**src/verilog/tic_regs.svh**
```systemverilog
`ifndef TIC_REGS_SVH
`define TIC_REGS_SVH
// Byte addresses of the APB registers
`define TIC_ADDR_CTRL 12'h000
`define TIC_ADDR_CFG 12'h004
`define TIC_ADDR_IRQ_STAT 12'h008
`define TIC_ADDR_IRQ_MASK 12'h00c
// Control register bit positions
`define TIC_BIT_T1_OVF 7
`define TIC_BIT_T1_RUN 6
`define TIC_BIT_T0_OVF 5
`define TIC_BIT_T0_RUN 4
`define TIC_BIT_X1_PEND 3
`define TIC_BIT_X1_TYPE 2
`define TIC_BIT_X0_PEND 1
`define TIC_BIT_X0_TYPE 0
// Config register bit positions
`define TIC_BIT_X0_POL 0
`define TIC_BIT_X1_POL 1
`define TIC_BIT_T0_GATE 2
`define TIC_BIT_T1_GATE 3
// Reset values
`define TIC_CTRL_RST 8'h00
`define TIC_CFG_RST 4'h0
`define TIC_STAT_RST 4'h0
`define TIC_MASK_RST 4'h0
`endif

```
**src/verilog/tic_pkg.sv**
```systemverilog
package tic_pkg;
  // Vectoring acknowledge from the CPU, one pulse bit per source
  typedef struct packed {
    logic timer1;
    logic extirq1;
    logic timer0;
    logic extirq0;
  } tic_vec_t;
  // Per-source event group
  typedef struct packed {
    logic t1_ovf;
    logic x1;
    logic t0_ovf;
    logic x0;
  } tic_evt_t;
  // APB slave phases
  typedef enum logic [1:0] {
    TIC_IDLE,
    TIC_ACCESS
  } tic_apb_st_t;
endpackage : tic_pkg

```
**src/verilog/tic_timer_irq_ctrl.sv**
```systemverilog
// The placing of the registers and the APB slave port were chosen for this implementation.
`timescale 1ns/1ps
// Functional notes
// - Timer 0 run bit: one enables counting, zero stops it.
// - Timer 0 overflow sets its overflow flag.
// - Timer 0 flag cleared by software write or on vectoring.
// - Ext irq 1 pending set on configured edge or level.
// - Ext irq 1 pending cleared by software; vector clears only in edge mode.
// - Type select 0 is level, 1 is edge detection.
// - Input active sense comes from separate polarity bit.
// - Timer 0 counts when run and (gate zero or irq 0 active).
// - Timer 1 run and overflow behave like timer 0.
`include "tic_regs.svh"
module tic_timer_irq_ctrl
  import tic_pkg::*;
#(
  parameter int ADDR_W = 12
) (
  // APB clock and reset
  input wire logic pclk,
  input wire logic presetn,
  // APB slave
  input wire logic psel,
  input wire logic penable,
  input wire logic pwrite,
  input wire logic [ADDR_W-1:0] paddr,
  input wire logic [31:0] pwdata,
  output logic [31:0] prdata,
  output logic pready,
  output logic pslverr,
  // Timer overflow events, one-cycle pulses from the counters
  input wire logic timer0_overflow,
  input wire logic timer1_overflow,
  // External interrupt pins
  input wire logic extirq0_input,
  input wire logic extirq1_input,
  // CPU vectoring acknowledge pulses
  input wire tic_vec_t vec_ack,
  // Counter enables toward the timers
  output logic timer0_count_en,
  output logic timer1_count_en,
  // Interrupt requests toward the CPU
  output tic_evt_t irq_req,
  // Summary interrupt
  output logic irq
);

  ////////////////////////////////////////////////////////////////////////
  // Declarations
  // Control register fields owned by software
  logic timer0_run_bit;
  logic timer1_run_bit;
  logic extirq0_type_select;
  logic extirq1_type_select;
  // Config, sticky status and mask words
  logic [3:0] cfg_r;
  logic [3:0] stat_r;
  logic [3:0] mask_r;
  // Flags shared by hardware, software and vectoring
  logic timer0_overflow_flag;
  logic timer1_overflow_flag;
  logic extirq0_pending_flag;
  logic extirq1_pending_flag;
  // Detector results
  logic x0_active;
  logic x1_active;
  logic x0_detect;
  logic x1_detect;
  // Register bus decode
  logic wr_ctrl;
  logic wr_cfg;
  logic wr_stat;
  logic wr_mask;
  logic access;
  logic [7:0] ctrl_rd;
  logic [31:0] rd_nxt;
  logic err_nxt;
  tic_evt_t evt;
  tic_apb_st_t st_r;

  // Decode of an aligned register address
  // Only exact matches hit, so the low two address bits must be zero
  function automatic logic addr_hit(input logic [ADDR_W-1:0] a, input logic [11:0] off);
    addr_hit = (a == ADDR_W'(off));
  endfunction : addr_hit

  ////////////////////////////////////////////////////////////////////////
  // APB handshake: one wait-free access phase
  assign access = psel & penable & (st_r == TIC_ACCESS);
  // Access only counts after a setup seen here, so a master that keeps
  // penable high across transfers cannot make a write land twice

  // Setup tracking so a write lands only once per transfer
  always_ff @(posedge pclk or negedge presetn) begin
    if (!presetn) begin
      st_r <= TIC_IDLE;
    end else begin
      case (st_r)
        TIC_IDLE: begin
          if (psel && !penable) begin
            st_r <= TIC_ACCESS;
          end
        end
        TIC_ACCESS: begin
          st_r <= TIC_IDLE;
        end
        default: begin
          st_r <= TIC_IDLE;
        end
      endcase
    end
  end

  // Write strobes
  // Unmapped addresses raise no strobe, so such writes are dropped
  assign wr_ctrl = access & pwrite & addr_hit(paddr, `TIC_ADDR_CTRL);
  assign wr_cfg = access & pwrite & addr_hit(paddr, `TIC_ADDR_CFG);
  assign wr_stat = access & pwrite & addr_hit(paddr, `TIC_ADDR_IRQ_STAT);
  assign wr_mask = access & pwrite & addr_hit(paddr, `TIC_ADDR_IRQ_MASK);

  ////////////////////////////////////////////////////////////////////////
  // Software-owned control bits
  always_ff @(posedge pclk or negedge presetn) begin
    if (!presetn) begin
      timer0_run_bit <= 1'(`TIC_CTRL_RST >> `TIC_BIT_T0_RUN);
      timer1_run_bit <= 1'b0;
      extirq0_type_select <= 1'b0;
      extirq1_type_select <= 1'b0;
    end else if (wr_ctrl) begin
      timer0_run_bit <= pwdata[`TIC_BIT_T0_RUN];
      timer1_run_bit <= pwdata[`TIC_BIT_T1_RUN];
      extirq0_type_select <= pwdata[`TIC_BIT_X0_TYPE];
      extirq1_type_select <= pwdata[`TIC_BIT_X1_TYPE];
    end
  end

  // Polarity and gate configuration
  always_ff @(posedge pclk or negedge presetn) begin
    if (!presetn) begin
      cfg_r <= `TIC_CFG_RST;
    end else if (wr_cfg) begin
      cfg_r <= pwdata[3:0];
    end
  end

  ////////////////////////////////////////////////////////////////////////
  // External interrupt detectors
  // Changing the sense can make a standing level look like a fresh edge;
  // software should clear the pending flag after reconfiguring
  tic_extirq_det u_det0 (
    .pclk(pclk),
    .presetn(presetn),
    .irq_in(extirq0_input),
    .polarity(cfg_r[`TIC_BIT_X0_POL]),
    .type_edge(extirq0_type_select),
    .active(x0_active),
    .detect(x0_detect)
  );

  tic_extirq_det u_det1 (
    .pclk(pclk),
    .presetn(presetn),
    .irq_in(extirq1_input),
    .polarity(cfg_r[`TIC_BIT_X1_POL]),
    .type_edge(extirq1_type_select),
    .active(x1_active),
    .detect(x1_detect)
  );

  ////////////////////////////////////////////////////////////////////////
  // Flags of the control register
  // A control write stores the written value, so software may clear or set
  // Vectoring clears a pending flag only in edge mode; a level keeps it set
  tic_flag u_t0f (
    .pclk(pclk),
    .presetn(presetn),
    .hw_set(timer0_overflow),
    .sw_wr(wr_ctrl),
    .sw_val(pwdata[`TIC_BIT_T0_OVF]),
    .vec_clr(vec_ack.timer0),
    .flag_r(timer0_overflow_flag)
  );

  tic_flag u_t1f (
    .pclk(pclk),
    .presetn(presetn),
    .hw_set(timer1_overflow),
    .sw_wr(wr_ctrl),
    .sw_val(pwdata[`TIC_BIT_T1_OVF]),
    .vec_clr(vec_ack.timer1),
    .flag_r(timer1_overflow_flag)
  );

  tic_flag u_x0f (
    .pclk(pclk),
    .presetn(presetn),
    .hw_set(x0_detect),
    .sw_wr(wr_ctrl),
    .sw_val(pwdata[`TIC_BIT_X0_PEND]),
    .vec_clr(vec_ack.extirq0 & extirq0_type_select),
    .flag_r(extirq0_pending_flag)
  );

  tic_flag u_x1f (
    .pclk(pclk),
    .presetn(presetn),
    .hw_set(x1_detect),
    .sw_wr(wr_ctrl),
    .sw_val(pwdata[`TIC_BIT_X1_PEND]),
    .vec_clr(vec_ack.extirq1 & extirq1_type_select),
    .flag_r(extirq1_pending_flag)
  );

  ////////////////////////////////////////////////////////////////////////
  // Sticky event status, write one to clear, set wins
  // Status keeps raw events and, unlike the flags, survives vectoring
  assign evt = '{t1_ovf: timer1_overflow, x1: x1_detect, t0_ovf: timer0_overflow,
                 x0: x0_detect};

  always_ff @(posedge pclk or negedge presetn) begin
    if (!presetn) begin
      stat_r <= `TIC_STAT_RST;
    end else begin
      stat_r <= evt | (stat_r & ~(wr_stat ? pwdata[3:0] : 4'h0));
    end
  end

  // Interrupt mask
  always_ff @(posedge pclk or negedge presetn) begin
    if (!presetn) begin
      mask_r <= `TIC_MASK_RST;
    end else if (wr_mask) begin
      mask_r <= pwdata[3:0];
    end
  end

  ////////////////////////////////////////////////////////////////////////
  // Registered outputs toward timers and CPU
  // One cycle of lag from a run, gate or pin change to the timer enable
  always_ff @(posedge pclk or negedge presetn) begin
    if (!presetn) begin
      timer0_count_en <= 1'b0;
      timer1_count_en <= 1'b0;
    end else begin
      timer0_count_en <= timer0_run_bit & (~cfg_r[`TIC_BIT_T0_GATE] | x0_active);
      timer1_count_en <= timer1_run_bit & (~cfg_r[`TIC_BIT_T1_GATE] | x1_active);
    end
  end

  // Pending requests and summary interrupt
  // Both trail the flags and status by one cycle
  always_ff @(posedge pclk or negedge presetn) begin
    if (!presetn) begin
      irq_req <= '0;
      irq <= 1'b0;
    end else begin
      irq_req <= '{t1_ovf: timer1_overflow_flag, x1: extirq1_pending_flag,
                   t0_ovf: timer0_overflow_flag, x0: extirq0_pending_flag};
      irq <= |(stat_r & mask_r);
    end
  end

  ////////////////////////////////////////////////////////////////////////
  // Read mux
  // Unused upper bits read as zero
  assign ctrl_rd = {timer1_overflow_flag, timer1_run_bit, timer0_overflow_flag,
                    timer0_run_bit, extirq1_pending_flag, extirq1_type_select,
                    extirq0_pending_flag, extirq0_type_select};

  always_comb begin
    rd_nxt = 32'h0000_0000;
    err_nxt = 1'b0;
    if (addr_hit(paddr, `TIC_ADDR_CTRL)) begin
      rd_nxt = {24'h00_0000, ctrl_rd};
    end else if (addr_hit(paddr, `TIC_ADDR_CFG)) begin
      rd_nxt = {28'h000_0000, cfg_r};
    end else if (addr_hit(paddr, `TIC_ADDR_IRQ_STAT)) begin
      rd_nxt = {28'h000_0000, stat_r};
    end else if (addr_hit(paddr, `TIC_ADDR_IRQ_MASK)) begin
      rd_nxt = {28'h000_0000, mask_r};
    end else begin
      err_nxt = 1'b1;
    end
  end

  // Answer registered in the setup cycle, shown in the access phase
  // Writes return zero data; an unmapped address raises pslverr
  always_ff @(posedge pclk or negedge presetn) begin
    if (!presetn) begin
      prdata <= 32'h0000_0000;
      pready <= 1'b0;
      pslverr <= 1'b0;
    end else if (psel && !penable) begin
      prdata <= pwrite ? 32'h0000_0000 : rd_nxt;
      pready <= 1'b1;
      pslverr <= err_nxt;
    end else begin
      pready <= 1'b0;
      pslverr <= 1'b0;
    end
  end
endmodule : tic_timer_irq_ctrl

```
**src/verilog/tic_extirq_det.sv**
```systemverilog
`timescale 1ns/1ps
// Detects the configured level or edge of one external interrupt input
module tic_extirq_det (
  // Clock and reset
  input wire logic pclk,
  input wire logic presetn,
  // Pin and configuration
  input wire logic irq_in,
  input wire logic polarity,
  input wire logic type_edge,
  // Results
  output logic active,
  output logic detect
);
  logic prev_r;

  // Sense applied to the raw pin
  assign active = polarity ? irq_in : ~irq_in;

  // Previous active state for edge detection
  always_ff @(posedge pclk or negedge presetn) begin
    if (!presetn) begin
      prev_r <= 1'b0;
    end else begin
      prev_r <= active;
    end
  end

  // Level when type is 0, inactive-to-active edge when type is 1
  assign detect = type_edge ? (active & ~prev_r) : active;
endmodule : tic_extirq_det

```
**src/verilog/tic_flag.sv**
```systemverilog
`timescale 1ns/1ps
// Hardware-set flag with software write and automatic vector clear
module tic_flag (
  // Clock and reset
  input wire logic pclk,
  input wire logic presetn,
  // Set and clear sources
  input wire logic hw_set,
  input wire logic sw_wr,
  input wire logic sw_val,
  input wire logic vec_clr,
  // Flag
  output logic flag_r
);
  // Set wins over any clear in the same cycle
  always_ff @(posedge pclk or negedge presetn) begin
    if (!presetn) begin
      flag_r <= 1'b0;
    end else if (hw_set) begin
      flag_r <= 1'b1;
    end else if (sw_wr) begin
      flag_r <= sw_val;
    end else if (vec_clr) begin
      flag_r <= 1'b0;
    end
  end
endmodule : tic_flag

```
**config.mk**
```make
export PLATFORM = sky130hd
export DESIGN_NAME = tic_timer_irq_ctrl
export DESIGN_NICKNAME = d
export VERILOG_FILES = /design/src/verilog/tic_pkg.sv /design/src/verilog/tic_timer_irq_ctrl.sv /design/src/verilog/tic_extirq_det.sv /design/src/verilog/tic_flag.sv
export VERILOG_INCLUDE_DIRS = /design/src /design/src/verilog
export SDC_FILE = /design/constraint.sdc
export NUM_CORES = 1
export LEC_CHECK = 0
export BUFFER_PORTS_ARGS = -buffer_cell sky130_fd_sc_hd__buf_4
export CORE_MARGIN = 2
export CORE_UTILIZATION = 45
export CTS_BUF_LIST = sky130_fd_sc_hd__clkbuf_8 sky130_fd_sc_hd__clkbuf_16
export DETAILED_ROUTE_END_ITERATION = 10
export PLACE_DENSITY = 0.91
export SLEW_MARGIN = 20
export SYNTH_ARGS = -nofsm -noshare
export SYNTH_HDL_FRONTEND = slang
export SYNTH_SLANG_ARGS = --single-unit
```
**constraint.sdc**
```tcl
create_clock -name pclk -period 1.9 [get_ports pclk]
set_input_delay 0.095 -clock pclk [delete_from_list [all_inputs] [get_ports pclk]]
set_output_delay 0.095 -clock pclk [all_outputs]
set_load 0.005 [all_outputs]
```
==> results.yml <==
global_routing:
  grt_antenna_before_repair: 0
  grt_pass1_vias: 1351
  grt_max_degree: 41
  groute.usage.overall: 0.1898
  grt_remaining_overflow: 0
  grt_first_pass_wirelength_mm: 6.299
route:
  num_vias: 1393
  post-route-drc-count: 0
  antenna_violating_nets_post_route: 0
  postRouteWirelength_mm: 4.008
  drt-pass1-iter-count: 4
  wl_per_cell_um: 14.47
  vias_per_cell: 5.029
  drtIter0Drc: 49
yosys:
  netlist_instances: 170
  yosysSeqAreaShare: 0.5348
  synth_enable_flop_cells: 0
  synth-async-reset-ratio: 1.000
  yosys_warnings: 0
  synth.lib_cells_used.distinct: 31
  postSynthRegisterBits: 40
  avg_synthesized_cell_area_um2: 11.01
  post_syn_area_um2: 1872
  dominantRegCellSynth: "dfrtp_1"
place:
  gpl.final_weighted_congestion: 0.8119
  dpl_worst_slack_ns: 0.2841
  sum_of_net_half_perimeters_after_detailed_placement_mm: 2.979
  dp.cells: 268
  io_buffer_count: 49
setup_path:
  worst-r2r-setup-slack_ns: 0.38
  setup.worst_path.end_class: "register"
  arrival_worst_endpoint_ns: 1.70
  crit-reg2reg-launch: "st_r[0]"
  worst_setup_path_start_kind: "register"
  crit-reg2reg-capture: "cfg_r[0]"
  worst-r2r-cell-count: 4
  critical_path.max_fanout: 4
  critical_path_required_ns: 2.08
  timing_worst_setup_path_type: "register to register"
cells_and_area:
  layout.cells.non_filler: 277
  layout.nets: 283
  fillerInstances: 355
  area_delta_synth_final_pct: 25.74
  fin_util: 0.5884
  register_area_um2: 1001
  drive_gt1_frac: 0.3216
  n_antenna_cell: 0
  multi_input_area_um2: 729.5
worst_hold_path:
  holdPathEnd: "stat_r[3]"
  worstHoldStart: "timer1_overflow"
  hold-path-cell-count: 2
  min-delay-path-class: "input pin to register"
pwr:
  max-vdd-ir-drop_mv: 0.2763
  swShare: 0.2124
  power.static_leakage_nw: 1.168
  power.clock.fraction: 0.428
  power_w: 0.001766
  internal_power_w: 0.001391
  comb_power_share: 0.081
  p_sw_w: 0.0003752
  pwr_density_cell_nw_per_um2: 750.5
  sequentialPowerShare: 0.491
floorplan:
  design.portCount: 98
  initial_core_util: 0.4679
  die_y_um: 68.50
  row_count: 23
  die_x_um: 68.50
  die_area_um2: 4692
  core_um2: 4000
clocking:
  clk-insertion-delay-late_ns: 0.30
  cts-buffers-inserted: 5
  cts_tree: "yes"
  hold_buffers: 1
  clkSinkCount: 40
  clock_transition_at_the_registers_of_the_reported_paths_ns: 0.08
  cts_h_tree_depth: 2
  cts.root.buffer_cell: "clkbuf_8"
  cts-root-to-sink-buffers: 2
  cts_repair_resize_count: 0
  cts_post_setup_buffers_inserted: 0
sta:
  min_period_ns: 1.519
  finalHoldViolCount: 0
  report.final.setup_viol: 0
  setup_repair_after_global_routing_missed_its_margin: "false"
  finalClockSkew_ns: 0.004788
  fin_setup_tns_ns: 0
  setup_ws_ns: 0.3811
  period_utilisation_layout: 0.7994
  fmax_mhz: 658.4
  timing.final.max_slew_violations: 0
job:
  cap_violations: 0
run_status:
  run_status: "finished clean"
critical path: stages (launching register included):
cell and delay, ns:
dfrtp_1 0.36, and4_1 0.25, nand4_2 0.19, nor2_4 0.24
mux2_2 0.36
power groups by stage:
| stage | logic [W] | registers (W) | clock network, W |
|---|---|---|---|
| after detailed placement | 0.000142 | 0.000883 | 0 |
| final | 0.000143 | 0.000867 | 0.000757 |
| after global placement | 0.000138 | 0.000883 | 0 |
| after CTS | 0.000144 | 0.000867 | 0.000771 |
| after floorplan | 0.0000807 | 0.000884 | 0 |
| after global routing | 0.000161 | 0.000868 | 0.000805 |
synth_stat cells (4+ instances only):
library cell	instances	area [um^2]
dfrtp_1	40	1001
buf_4	24	180.2
nand2_1	16	60.06
nor2_1	11	41.29
inv_1	9	33.78
a21oi_1	8	40.04
mux2_2	8	90.09
mux2i_1	6	60.06
o21ai_0	5	25.02
a211o_1	4	35.03
a22o_1	4	35.03
nand2b_1	4	25.02
nand4_1	4	25.02
layout by cell type (no fill, tap or decap), drive strengths merged:
cell         count
a22o             4
nand3            2
bufinv           1
xnor2            2
conb            24
nand2           16
and4             1
o211ai           2
nor3b            1
nand2b           4
mux2             8
inv              9
o21a             2
mux2i            6
nand4            5
nor4b            1
a31oi            1
dfrtp           40
nor4             3
nor2            13
nor3             2
o21ai            6
a22oi            2
a211o            4
dlygate4sd3      1
buf             52
a21oi            8
clkbuf           7
state kept, by name, summed over array words and instances (netlist names):
register and cells:
extirq1_type_select 1, cfg_r 4, u_x1f.flag_r 1, st_r 1, extirq0_type_select 1, u_t1f.flag_r 1, stat_r 4, irq_req 4
timer1_count_en 1, u_det0.prev_r 1, u_t0f.flag_r 1, pready 1, u_x0f.flag_r 1, timer1_run_bit 1, timer0_count_en 1, irq 1
u_det1.prev_r 1, mask_r 4, pslverr 1, prdata 8, timer0_run_bit 1
how the worst max path moves through the flow:
| stage | from | end | slack [ns] |
|---|---|---|---|
| after floorplan | st_r[0] | cfg_r[0] | 0.54 |
| after global placement | paddr[9] | cfg_r[1] | 0.34 |
| after detailed placement | paddr[5] | mask_r[0] | 0.28 |
| after CTS | st_r[0] | cfg_r[0] | 0.37 |
| after global routing | st_r[0] | cfg_r[0] | 0.30 |
| final | st_r[0] | cfg_r[0] | 0.38 |
logic make-up (layout without fill, tap and decap cells):
| kind of cell | Yosys count | count (layout) | synth area share |
|---|---|---|---|
| compound gates | 29 | 29 | 0.1023 |
| xor+xnor | 2 | 2 | 0.009360 |
| buf+inv | 36 | 70 | 0.1217 |
| flops | 40 | 40 | 0.5348 |
| mux | 14 | 14 | 0.08022 |
| other cells | 1 | 24 | 0.002003 |
| simple gates | 48 | 48 | 0.1497 |
per-stage QoR:
stage | cell area (um^2) | hold slack, ns
floorplan | 1958 | -0.2006
global placement | 2217 | 0.08952
detailed placement | 2217 | 0.09513
CTS | 2354 | 0.0009096
global route | 2354 | 0.004588
finish | 2354 | 0.01114
layout make-up:
class / count / area share
multi-input cells: 117 / 0.3099
well taps: 50 / 0.02658
flip-flops and latches: 40 / 0.4253
clock buffers: 7 / 0.04094
clock inverters: 1 / 0.01276
inverters: 9 / 0.01435
repair buffers: 53 / 0.1701
metal layers:
| metal | up-vias | share of wire | track usage |
|---|---|---|---|
| met2 | 62 | 0.50 | 0.3221 |
| li1 | 647 | - | - |
| met1 | 674 | 0.39 | 0.2108 |
| met4 | 0 | 0.027 | 0.09000 |
| met5 | - | 0 | 0 |
| met3 | 10 | 0.084 | 0.06818 |
Note: power is estimated with default switching activity, not from simulation.
